### src/pvp_params.svh
// Offsets, field reset values and timing figures of the PCM voice port
`ifndef PVP_PARAMS_SVH
`define PVP_PARAMS_SVH

// System clock and link rates in Hz
`define PVP_CLK_HZ          20000000
`define PVP_BCLK_SLOW_HZ    2000000
`define PVP_BCLK_FAST_HZ    2048000
`define PVP_FRAME_HZ        8000

// Register byte offsets on the Avalon slave
`define PVP_OFS_CTRL        8'h00
`define PVP_OFS_STATUS      8'h04
`define PVP_OFS_SLOT_BASE   8'h10
`define PVP_SLOT_STRIDE     8'h08
`define PVP_OFS_SLOT_DATA   8'h04

// Reset values: master, enabled, 2.048 MHz, line A output, 16-bit linear
`define PVP_CTRL_RESET      32'h0000100D
`define PVP_SLOT_RESET      32'h00000000

// Linear sample width limits and companded width
`define PVP_LIN_MIN         5'h0D
`define PVP_LIN_MAX         5'h10
`define PVP_LAW_BITS        5'h08

`endif

### src/pvp_pkg.sv
// Types shared by the PCM voice port modules
`default_nettype none
package pvp_pkg;

  // Codec-side sample format
  typedef enum logic [1:0] {
    FMT_LINEAR = 2'b00,
    FMT_MULAW  = 2'b01,
    FMT_ALAW   = 2'b10
  } pvp_fmt_type;

  // Encoding toward the radio link
  typedef enum logic [1:0] {
    AIR_CVSD  = 2'b00,
    AIR_ALAW  = 2'b01,
    AIR_MULAW = 2'b10
  } pvp_air_type;

  // Control register layout
  typedef struct packed {
    logic [16:0] rsvdHi;
    logic [1:0]  airEnc;
    logic [4:0]  linWidth;
    logic        rsvdLo;
    logic [1:0]  codecFmt;
    logic        bOut;
    logic        aOut;
    logic        fastRate;
    logic        slaveRole;
    logic        enable;
  } pvp_ctrl_type;

  // Per-timeslot configuration register layout
  typedef struct packed {
    logic [15:0] rsvdHi;
    logic [7:0]  startBit;
    logic [4:0]  rsvdLo;
    logic        rxOnB;
    logic        txOnB;
    logic        enable;
  } pvp_slot_cfg_type;

  // The four bus lines, used for inputs, outputs and enables alike
  typedef struct packed {
    logic clk;
    logic sync;
    logic a;
    logic b;
  } pvp_pins_type;

endpackage
`default_nettype wire

### src/pvp_bclk_gen.sv
// Master bit clock and 8 kHz frame sync generator
`include "pvp_params.svh"
`default_nettype none
module pvp_bclk_gen
(
  input  wire logic clk,
  input  wire logic rst,
  input  wire logic genEn,
  input  wire logic fastRate,
  output logic      bitClk,
  output logic      frameSync
);

  localparam logic [15:0] DEN      = 16'(`PVP_CLK_HZ / 1000);
  localparam logic [15:0] NUM_SLOW = 16'(2 * `PVP_BCLK_SLOW_HZ / 1000);
  localparam logic [15:0] NUM_FAST = 16'(2 * `PVP_BCLK_FAST_HZ / 1000);
  localparam logic [8:0]  LAST_SLOW = 9'(`PVP_BCLK_SLOW_HZ / `PVP_FRAME_HZ - 1);
  localparam logic [8:0]  LAST_FAST = 9'(`PVP_BCLK_FAST_HZ / `PVP_FRAME_HZ - 1);

  typedef struct packed {
    logic [15:0] acc;
    logic        bclk;
    logic        sync;
    logic [8:0]  cnt;
  } pvp_gen_state_type;

  pvp_gen_state_type s;
  pvp_gen_state_type n;

  logic [15:0] sum;
  logic [8:0]  last;

  // Fractional divider toggles the clock; sync covers the last bit of each frame
  always_comb
  begin
    n = s;
    last = fastRate ? LAST_FAST : LAST_SLOW;
    sum = s.acc + (fastRate ? NUM_FAST : NUM_SLOW);
    if (!genEn)
      n = '0;
    else if (sum >= DEN)
    begin
      n.acc = sum - DEN;
      n.bclk = ~s.bclk;
      if (!s.bclk)
      begin
        n.cnt = (s.cnt >= last) ? 9'h000 : s.cnt + 9'h001;
        n.sync = (n.cnt == last);
      end
    end
    else
      n.acc = sum;
  end

  // State register
  always_ff @(posedge clk or posedge rst)
  begin
    if (rst)
      s <= '0;
    else
      s <= n;
  end

  assign bitClk    = s.bclk;
  assign frameSync = s.sync;

endmodule
`default_nettype wire

### src/pvp_law.sv
// Companding converter: linear to mu-law or A-law and back
`default_nettype none
module pvp_law
(
  input  wire logic [15:0] linIn,
  input  wire logic [7:0]  codeIn,
  input  wire logic        isAlaw,
  output logic      [7:0]  codeOut,
  output logic      [15:0] linOut
);

  // Linear 16-bit to 8-bit code
  function automatic logic [7:0] encode(input logic [15:0] x, input logic aLaw);
    logic        neg;
    logic [16:0] mag;
    logic [13:0] m;
    logic [2:0]  ex;
    logic [3:0]  mant;
    neg = x[15];
    mag = neg ? 17'(-{x[15], x}) : {1'b0, x};
    ex = 3'h0;
    if (aLaw)
    begin
      m = (mag[16:3] > 14'h0FFF) ? 14'h0FFF : mag[16:3];
      for (int e = 1; e < 8; e++)
        if (m[e + 4])
          ex = 3'(e);
      mant = (ex == 3'h0) ? m[4:1] : 4'(m >> ex);
      encode = {~neg, ex, mant} ^ 8'h55;
    end
    else
    begin
      m = (mag[16:2] > 15'h1FDE) ? 14'h1FDE : mag[15:2];
      m = 14'(m + 14'h0021);
      for (int e = 0; e < 8; e++)
        if (m[e + 5])
          ex = 3'(e);
      // Widened so segment seven shifts by eight, not by zero
      mant = 4'(m >> ({1'b0, ex} + 4'h1));
      encode = ~{neg, ex, mant};
    end
  endfunction

  // 8-bit code to linear 16-bit
  function automatic logic [15:0] decode(input logic [7:0] c, input logic aLaw);
    logic [7:0]  d;
    logic [15:0] t;
    logic        neg;
    if (aLaw)
    begin
      d = c ^ 8'h55;
      neg = ~d[7];
      if (d[6:4] == 3'h0)
        t = 16'({d[3:0], 4'h8});
      else
        t = 16'(({d[3:0], 4'h0} + 16'h0108) << (d[6:4] - 3'h1));
    end
    else
    begin
      d = ~c;
      neg = d[7];
      t = 16'((({d[3:0], 3'h0} + 16'h0084) << d[6:4]) - 16'h0084);
    end
    decode = neg ? 16'(-t) : t;
  endfunction

  // Both directions at once
  assign codeOut = encode(linIn, isAlaw);
  assign linOut  = decode(codeIn, isAlaw);

endmodule
`default_nettype wire

### src/pvp_voice_port.sv
// PCM voice port: Avalon-MM registers, bus timing and up to three timeslots
//
// Register access over Avalon-MM and the register offsets were decided locally.
`include "pvp_params.svh"
`default_nettype none
module pvp_voice_port
#(
  parameter int NUM_SLOTS = 3
)
(
  input  wire logic                clk,
  input  wire logic                rst,
  input  wire logic [7:0]          address,
  input  wire logic                read,
  input  wire logic                write,
  input  wire logic [31:0]         writedata,
  input  wire logic [3:0]          byteenable,
  output logic      [31:0]         readdata,
  output logic                     waitrequest,
  input  wire pvp_pkg::pvp_pins_type pinIn,
  output pvp_pkg::pvp_pins_type    pinOut,
  output pvp_pkg::pvp_pins_type    pinOe
);

  // Refuse slot counts the frame logic cannot serve
  if (NUM_SLOTS < 1 || NUM_SLOTS > 3)
  begin : gBadSlots
    $error("NUM_SLOTS must be 1 to 3");
  end

  localparam logic [7:0] SLOT_END =
    8'(`PVP_OFS_SLOT_BASE + NUM_SLOTS * `PVP_SLOT_STRIDE);

  typedef struct packed {
    pvp_pkg::pvp_ctrl_type                      ctrl;
    pvp_pkg::pvp_slot_cfg_type [NUM_SLOTS-1:0]  slotCfg;
    logic [NUM_SLOTS-1:0][15:0]                 txData;
    logic [NUM_SLOTS-1:0][15:0]                 txHold;
    logic [NUM_SLOTS-1:0][15:0]                 rxSh;
    logic [NUM_SLOTS-1:0][15:0]                 rxLin;
    logic [NUM_SLOTS-1:0][7:0]                  air;
    pvp_pkg::pvp_pins_type                      pinMeta;
    pvp_pkg::pvp_pins_type                      pinSync;
    pvp_pkg::pvp_pins_type                      pinOut;
    pvp_pkg::pvp_pins_type                      pinOe;
    logic                                       clkPrev;
    logic [8:0]                                 bitCnt;
    logic                                       framed;
    logic [7:0]                                 frameCnt;
    logic                                       waitReq;
    logic [31:0]                                rdData;
  } pvp_state_type;

  pvp_state_type s;
  pvp_state_type n;

  logic                       genClk;
  logic                       genSync;
  logic                       lawCodec;
  logic [4:0]                 slotWidth;
  logic [15:0]                linMask;
  logic [NUM_SLOTS-1:0]       inSlot;
  logic [NUM_SLOTS-1:0]       lastBit;
  logic [NUM_SLOTS-1:0]       txBit;
  logic [NUM_SLOTS-1:0]       rxOk;
  logic [NUM_SLOTS-1:0][15:0] rxNew;
  logic [NUM_SLOTS-1:0][15:0] rxLinNew;
  logic [NUM_SLOTS-1:0][7:0]  airNew;

  // Master clock and sync source, idle while the port is a slave
  // master by default
  pvp_bclk_gen uBclk
  (
    .clk       (clk),
    .rst       (rst),
    .genEn     (s.ctrl.enable & ~s.ctrl.slaveRole),
    .fastRate  (s.ctrl.fastRate),
    .bitClk    (genClk),
    .frameSync (genSync)
  );

  // Companded formats use eight bits a slot, linear the programmed width
  // codec format select
  assign lawCodec  = (s.ctrl.codecFmt == pvp_pkg::FMT_MULAW) ||
                     (s.ctrl.codecFmt == pvp_pkg::FMT_ALAW);
  assign slotWidth = lawCodec ? `PVP_LAW_BITS : s.ctrl.linWidth;
  assign linMask   = 16'hFFFF << (5'h10 - slotWidth);

  // Per-slot position, bit selection and sample conversion
  for (genvar i = 0; i < NUM_SLOTS; i++)
  begin : gSlot
    logic [8:0]  rel;
    logic [15:0] txWord;
    logic [7:0]  txCode;
    logic [15:0] rxDec;
    logic [7:0]  airCode;
    logic        inBit;
    logic [15:0] rxCur;

    assign rel = s.bitCnt - {1'b0, s.slotCfg[i].startBit};
    assign inSlot[i] = s.slotCfg[i].enable & s.framed &
                       (s.bitCnt >= {1'b0, s.slotCfg[i].startBit}) &
                       (rel < {4'h0, slotWidth});
    assign lastBit[i] = inSlot[i] & (rel == {4'h0, slotWidth - 5'h01});

    assign txWord   = lawCodec ? {txCode, 8'h00} : s.txHold[i];
    assign txBit[i] = txWord[4'hF - rel[3:0]];

    // capture only from a line set as input
    assign inBit   = s.slotCfg[i].rxOnB ? s.pinSync.b : s.pinSync.a;
    assign rxOk[i] = s.slotCfg[i].rxOnB ? ~s.ctrl.bOut : ~s.ctrl.aOut;

    // Shift word with the current bit dropped into place
    always_comb
    begin
      rxCur = s.rxSh[i];
      rxCur[4'hF - rel[3:0]] = inBit;
    end
    assign rxNew[i] = rxCur;

    pvp_law uCodec
    (
      .linIn   (s.txHold[i]),
      .codeIn  (rxNew[i][15:8]),
      .isAlaw  (s.ctrl.codecFmt == pvp_pkg::FMT_ALAW),
      .codeOut (txCode),
      .linOut  (rxDec)
    );
    assign rxLinNew[i] = lawCodec ? rxDec : (rxNew[i] & linMask);

    // air encoding, independent of the codec format
    pvp_law uAir
    (
      .linIn   (rxLinNew[i]),
      .codeIn  (8'h00),
      .isAlaw  (s.ctrl.airEnc == pvp_pkg::AIR_ALAW),
      .codeOut (airCode),
      .linOut  ()
    );
    assign airNew[i] = (s.ctrl.airEnc == pvp_pkg::AIR_CVSD) ?
      {7'h00, $signed(rxLinNew[i]) > $signed(s.rxLin[i])} : airCode;
  end

  // Byte-lane merge for Avalon writes
  function automatic logic [31:0] mergeBe(input logic [31:0] old, input logic [31:0] wd,
                                          input logic [3:0] be);
    mergeBe = old;
    for (int k = 0; k < 4; k++)
      if (be[k])
        mergeBe[k*8 +: 8] = wd[k*8 +: 8];
  endfunction

  // Next state: pin sampling, frame timing, slots and register access
  always_comb
  begin
    logic        rise;
    logic        fall;
    logic        slotHit;
    logic [2:0]  idx;
    logic [31:0] rd;
    logic [31:0] wv;
    logic        outA;
    logic        outB;
    rise = 1'b0;
    fall = 1'b0;
    slotHit = 1'b0;
    idx = 3'h0;
    rd = 32'h00000000;
    wv = 32'h00000000;
    outA = 1'b0;
    outB = 1'b0;
    n = s;

    // two-flop sampling of all four lines
    n.pinMeta = pinIn;
    n.pinSync = s.pinMeta;
    n.clkPrev = s.pinSync.clk;
    rise = s.pinSync.clk & ~s.clkPrev;
    fall = ~s.pinSync.clk & s.clkPrev;

    // clock and sync driven only as master
    n.pinOut.clk  = genClk;
    n.pinOut.sync = genSync;
    n.pinOe.clk   = s.ctrl.enable & ~s.ctrl.slaveRole;
    n.pinOe.sync  = s.ctrl.enable & ~s.ctrl.slaveRole;
    n.pinOe.a = s.ctrl.enable & s.ctrl.aOut;
    n.pinOe.b = s.ctrl.enable & s.ctrl.bOut;

    if (rise)
    begin
      for (int i = 0; i < NUM_SLOTS; i++)
      begin
        outA = outA | (inSlot[i] & ~s.slotCfg[i].txOnB & txBit[i]);
        outB = outB | (inSlot[i] & s.slotCfg[i].txOnB & txBit[i]);
      end
      n.pinOut.a = outA;
      n.pinOut.b = outB;
    end

    if (fall)
    begin
      // sync high at the falling edge starts a frame
      if (s.pinSync.sync)
      begin
        n.bitCnt = 9'h000;
        n.framed = 1'b1;
        n.txHold = s.txData;
        n.frameCnt = s.frameCnt + 8'h01;
      end
      else
      begin
        for (int i = 0; i < NUM_SLOTS; i++)
          if (inSlot[i] && rxOk[i])
          begin
            n.rxSh[i] = rxNew[i];
            if (lastBit[i])
            begin
              n.rxLin[i] = rxLinNew[i];
              n.air[i] = airNew[i];
              n.rxSh[i] = 16'h0000;
            end
          end
        if (s.bitCnt != 9'h1FF)
          n.bitCnt = s.bitCnt + 9'h001;
      end
    end

    if (!s.ctrl.enable)
    begin
      n.framed = 1'b0;
      n.pinOut.a = 1'b0;
      n.pinOut.b = 1'b0;
    end

    // Register decode
    slotHit = (address >= `PVP_OFS_SLOT_BASE) && (address < SLOT_END) &&
              (address[1:0] == 2'b00);
    idx = 3'((address - `PVP_OFS_SLOT_BASE) >> 3);
    if (address == `PVP_OFS_CTRL)
      rd = s.ctrl;
    else if (address == `PVP_OFS_STATUS)
      rd = {16'h0000, s.frameCnt, 6'h00, s.ctrl.slaveRole, s.framed};
    else if (slotHit && !address[2])
      rd = s.slotCfg[idx];
    else if (slotHit)
      rd = {8'h00, s.air[idx], s.rxLin[idx]};

    // One wait cycle, then the answer
    n.waitReq = 1'b1;
    if ((read || write) && s.waitReq)
    begin
      n.waitReq = 1'b0;
      n.rdData = read ? rd : s.rdData;
    end

    // Writes take effect on the edge after the wait ends, where waitrequest is sampled low
    if (write && !s.waitReq)
    begin
      if (address == `PVP_OFS_CTRL)
      begin
        wv = mergeBe(s.ctrl, writedata, byteenable);
        n.ctrl = wv;
        n.ctrl.rsvdHi = '0;
        n.ctrl.rsvdLo = 1'b0;
        // linear width kept within 13 to 16
        if (n.ctrl.linWidth < `PVP_LIN_MIN)
          n.ctrl.linWidth = `PVP_LIN_MIN;
        else if (n.ctrl.linWidth > `PVP_LIN_MAX)
          n.ctrl.linWidth = `PVP_LIN_MAX;
      end
      else if (slotHit && !address[2])
      begin
        wv = mergeBe(s.slotCfg[idx], writedata, byteenable);
        n.slotCfg[idx] = wv;
        n.slotCfg[idx].rsvdHi = '0;
        n.slotCfg[idx].rsvdLo = '0;
      end
      else if (slotHit)
      begin
        wv = mergeBe({16'h0000, s.txData[idx]}, writedata, byteenable);
        n.txData[idx] = wv[15:0];
      end
    end
  end

  // State register
  always_ff @(posedge clk or posedge rst)
  begin
    if (rst)
    begin
      s <= '0;
      s.ctrl <= `PVP_CTRL_RESET;
      s.slotCfg <= {NUM_SLOTS{`PVP_SLOT_RESET}};
      s.waitReq <= 1'b1;
    end
    else
      s <= n;
  end

  // Outputs straight from the state register
  assign readdata    = s.rdData;
  assign waitrequest = s.waitReq;
  assign pinOut      = s.pinOut;
  assign pinOe       = s.pinOe;

endmodule
`default_nettype wire

### config.mk
export PLATFORM = sky130hd
export DESIGN_NAME = pvp_voice_port
export DESIGN_NICKNAME = d
export VERILOG_FILES = /design/src/pvp_pkg.sv /design/src/pvp_bclk_gen.sv /design/src/pvp_law.sv /design/src/pvp_voice_port.sv
export VERILOG_INCLUDE_DIRS = /design/src
export SDC_FILE = /design/constraint.sdc
export NUM_CORES = 2
export LEC_CHECK = 0
export ABC_AREA = 1
export BUFFER_PORTS_ARGS = -buffer_cell sky130_fd_sc_hd__buf_2
export CAP_MARGIN = 5
export CORE_MARGIN = 5
export CORE_UTILIZATION = 50
export CTS_CLUSTER_SIZE = 40
export DETAILED_ROUTE_END_ITERATION = 6
export PLACE_DENSITY = 0.7
export SYNTH_ARGS = -nofsm -noshare
export SYNTH_HDL_FRONTEND = slang
export SYNTH_SLANG_ARGS = --single-unit
export TNS_END_PERCENT = 20
### constraint.sdc
create_clock -name clk -period 41.9 [get_ports clk]
set_clock_uncertainty 0.15 [all_clocks]
set_input_delay 8.38 -clock clk [delete_from_list [all_inputs] [get_ports clk]]
set_output_delay 8.38 -clock clk [all_outputs]
set_load 0.02 [all_outputs]
==> metrics.md <==
| Metric | Value |
|---|---|
| CTS Root Buffer Type | clkbuf_16 |
| Routed Antenna Nets | 0 |
| Placed cell count | approximately 6400 |
| Cell Area, Synth | between 30000 and 40000 um2 |
| Clk_lat worst skew | around 630 ps |
| R2R depth | just under 50 |
| Die width | between 200 and 300 um |
| RSZ-0062 raised after global routing | no |
| Final Hold Vio Count | 0 |
| CP Launch Type | input port |
| Reg2reg end | s[70] |
| DRC | 2 |
| Async SR Flop Fraction | 1.00 |
| P&R area growth vs syn | 7.21% |
| Clock buffer depth | 3 |
| WHS | around 200 ps |
| Cts hold-fix bufs | 0 |
| Setup bufs post-CTS | 0 |
| Yosys warnings | 0 |
| Worst Tran Pin Value | 1120 ps |
| Yosys cell types | 72 |
| Setup WS pre-CTS | 29590 ps |
| Failing checks | DRC |
| IO Pins | 93 |
| Max Fclk | 84.8 MHz |
| Reg2Reg Setup Slack | ~33000 ps |
| Maximum VDD drop | 0.0321 mV |
| CTS tree | built |
| Fraction of layout cells with a size suffix above 1 | 0.0763 |
| Core Area | about 70000 um2 |
| Worst r2r src | s[385] |
| Leak Pwr | approximately 20 nW |
| Placer Congestion | roughly 0.97 |
| Setup crit start | address[4] |
| Yosys reg bits | about 420 |
| Clock tree sinks | 415 |
| Cells resized by post-CTS repair | 0 |
| Layout Cells excl Fill | 6470 |
| Number of flops mapped to enable cells by yosys | 0 |
| Sw frac | 0.389 |
| Multi-input gate area | around 21000 um2 |
| FILL cells | just over 7000 |
| NetSw | a little over 0.5 mW |
| Worst setup EP type | flip-flop |
| Syn avg cell area | 6.43 um2 |
| Mapped Cells | about 5500 |
| Internal | ~0.8 mW |
| CP Class | input port to flip-flop |
| Register area | 10400 um2 |
| Crit path DAT | approximately 12000 ps |
| Fin nets | 5679 |
| Sequential share of power | 0.316 |
| CP Capture Point | s[299] |
| Slew margin rel. | 0.254 |
| Diode count | 0 |
| Initial antenna violation count | 1 |
| Post-DP HPWL | about 88000 um |
| Pwr/cell area | 34.9 nW/um2 |
| PortBufs | between 70 and 80 |
| Final Slew Violations | 0 |
| Hold Path Class | flip-flop to flip-flop |
| TritonCTS Buffers | 49 |
| Post-synth net total | 5721 |
| Via density | approximately 5.7 |
| Core Rows | between 90 and 100 |
| Final period util | 0.282 |
| Status | complete, but fails checks |
| Sequential share of the synthesized area | 0.292 |
| Wirelength, routed | 117000 um |
| Clock Power Share | 0.351 |
| Routed wire per std cell | approximately 18 um |
| Die height | around 280 um |
| Grt ovf | 0 |
| Gate power share | 0.333 |
| Pin count of the biggest net entering global routing | approximately 150 |
| Post-route setup slack | approximately 30000 ps |
| Die area | 76600 um2 |
| Total negative slack | 0 ps |
| Initial DRC count | around 3900 |
| Worst EP required | between 40000 and 50000 ps |
| Vias in the first global route | 33558 |
| Starting density of the core | 0.506 |
| Clock transition at path regs | roughly 60 ps |
| Setup violators final | 0 |
| MaxCap Viol Count | 0 |
| H-tree levels | 2 |
| Total number of vias | between 30000 and 40000 |
| Crit-path max FO | 25 |
| First-pass detailed-route iteration total | 7 |
| Post-layout min period | about 12000 ps |
| First-pass GRT wire length | about 180000 um |
| Post-synth top flop | dfrtp_1 |
| Gr usage total | 0.290 |
==> power by group through the flow <==
| stage | registers, mW | clock network (mW) | logic [mW] |
|---|---|---|---|
| 6_report | 0.420 | 0.467 | 0.443 |
| 5_1_grt | 0.421 | 0.488 | 0.493 |
| 4_1_cts | 0.420 | 0.471 | 0.434 |
| 3_5_place_dp | 0.427 | 0 | 0.432 |
| 3_3_place_gp | 0.427 | 0 | 0.430 |
| 2_1_floorplan | 0.424 | 0 | 0.335 |
==> cell usage in the layout (no fill, tap or decap), drive strengths merged, types with 30 or more instances in the layout <==
master,count
o31ai,33
nand4,59
ha,135
dfrtp,410
o21ai,558
nand3,457
clkinv,30
nor2,597
inv,727
o22ai,60
buf,109
a21oi,245
nor3,64
clkbuf,69
o211ai,41
xor2,112
nand2,1560
==> worst min path at each step <==
stage	start	to	cells after the start
floorplan	n[63]	n[51]	0
global placement	n[60]	s[60]	0
detailed placement	n[62]	s[62]	0
CTS	n[62]	s[62]	0
global route	n[62]	s[62]	0
finish	n[62]	s[62]	0
==> critical path, cell delays in order <==
cell and delay (ps):
buf_2 360, clkinv_1 510, ha_1 380, a21oi_1 130, and3_1 160, nand2_1 190, nor2_1 190, clkinv_1 370
nor2_1 330, nand2_1 270, clkinv_1 330, buf_4 380, o21ai_0 130
==> kinds of logic (layout without fill, tap and decap cells) <==
group	count (synthesis)	count (layout)	synth area share
simple gates	2783	2783	0.334
compound gates	1107	1107	0.179
buf+inv	946	945	0.108
flops	415	415	0.292
fa+ha+maj	138	138	0.0491
xor+xnor	132	132	0.0347
mux	10	10	0.00313
==> area by class of cell <==
type / count / area share
clock buffer: 69 / 0.0370
timing repair buffer: 109 / 0.0169
sequential: 415 / 0.272
tap: 940 / 0.0308
inverter: 744 / 0.0735
clock inverter: 23 / 0.00938
multi-input combinational: 4170 / 0.560
==> sequential cells by signal (all words and copies together), names as in the netlist <==
name and cells:
s 348, readdata 32, uBclk.s 20, n 5
pinOut 4, pinOe 3, uBclk.bitClk 1, uBclk.frameSync 1
waitrequest 1
==> synth_stat cells, types with 11 or more instances <==
master,n,area share
nand2_1,1476,0.16
inv_1,685,0.072
nor2_1,568,0.060
o21ai_0,520,0.073
nand3_1,444,0.062
dfrtp_1,410,0.29
a21oi_1,242,0.034
ha_1,135,0.047
clkbuf_1,109,0.011
xor2_1,106,0.026
nand2_2,74,0.013
o22ai_1,60,0.011
nand4_1,59,0.010
nor3_1,58,0.0082
buf_4,55,0.012
o211ai_1,41,0.0086
inv_2,37,0.0039
o31ai_1,33,0.0070
o21ai_1,30,0.0042
nor2_2,22,0.0039
a22oi_1,20,0.0042
clkinv_1,20,0.0021
o221ai_1,20,0.0049
xnor2_1,20,0.0049
buf_2,19,0.0027
a31oi_1,17,0.0030
a221oi_1,16,0.0039
or2_2,16,0.0028
nand3b_1,15,0.0032
o21bai_1,12,0.0025
nand3_2,11,0.0031
==> per-stage QoR <==
stage / power, mW / area [um2] / util
6_report: 1.33 / 38200 / 0.543
2_1_floorplan: 0.759 / 35600 / -
3_3_place_gp: 0.857 / 36400 / 0.518
5_1_grt: 1.40 / 38200 / 0.543
3_5_place_dp: 0.859 / 36400 / 0.518
4_1_cts: 1.32 / 38200 / 0.543
==> metal layers <==
layer | global-route usage | routed length (um) | share of wire
met5 | 0 | 11 | 0.000094
met4 | 0.0993 | 4470 | 0.038
met3 | 0.0401 | 9520 | 0.082
met2 | 0.459 | 50900 | 0.44
met1 | 0.411 | 51800 | 0.44
Power figures use the tool's default switching activity.
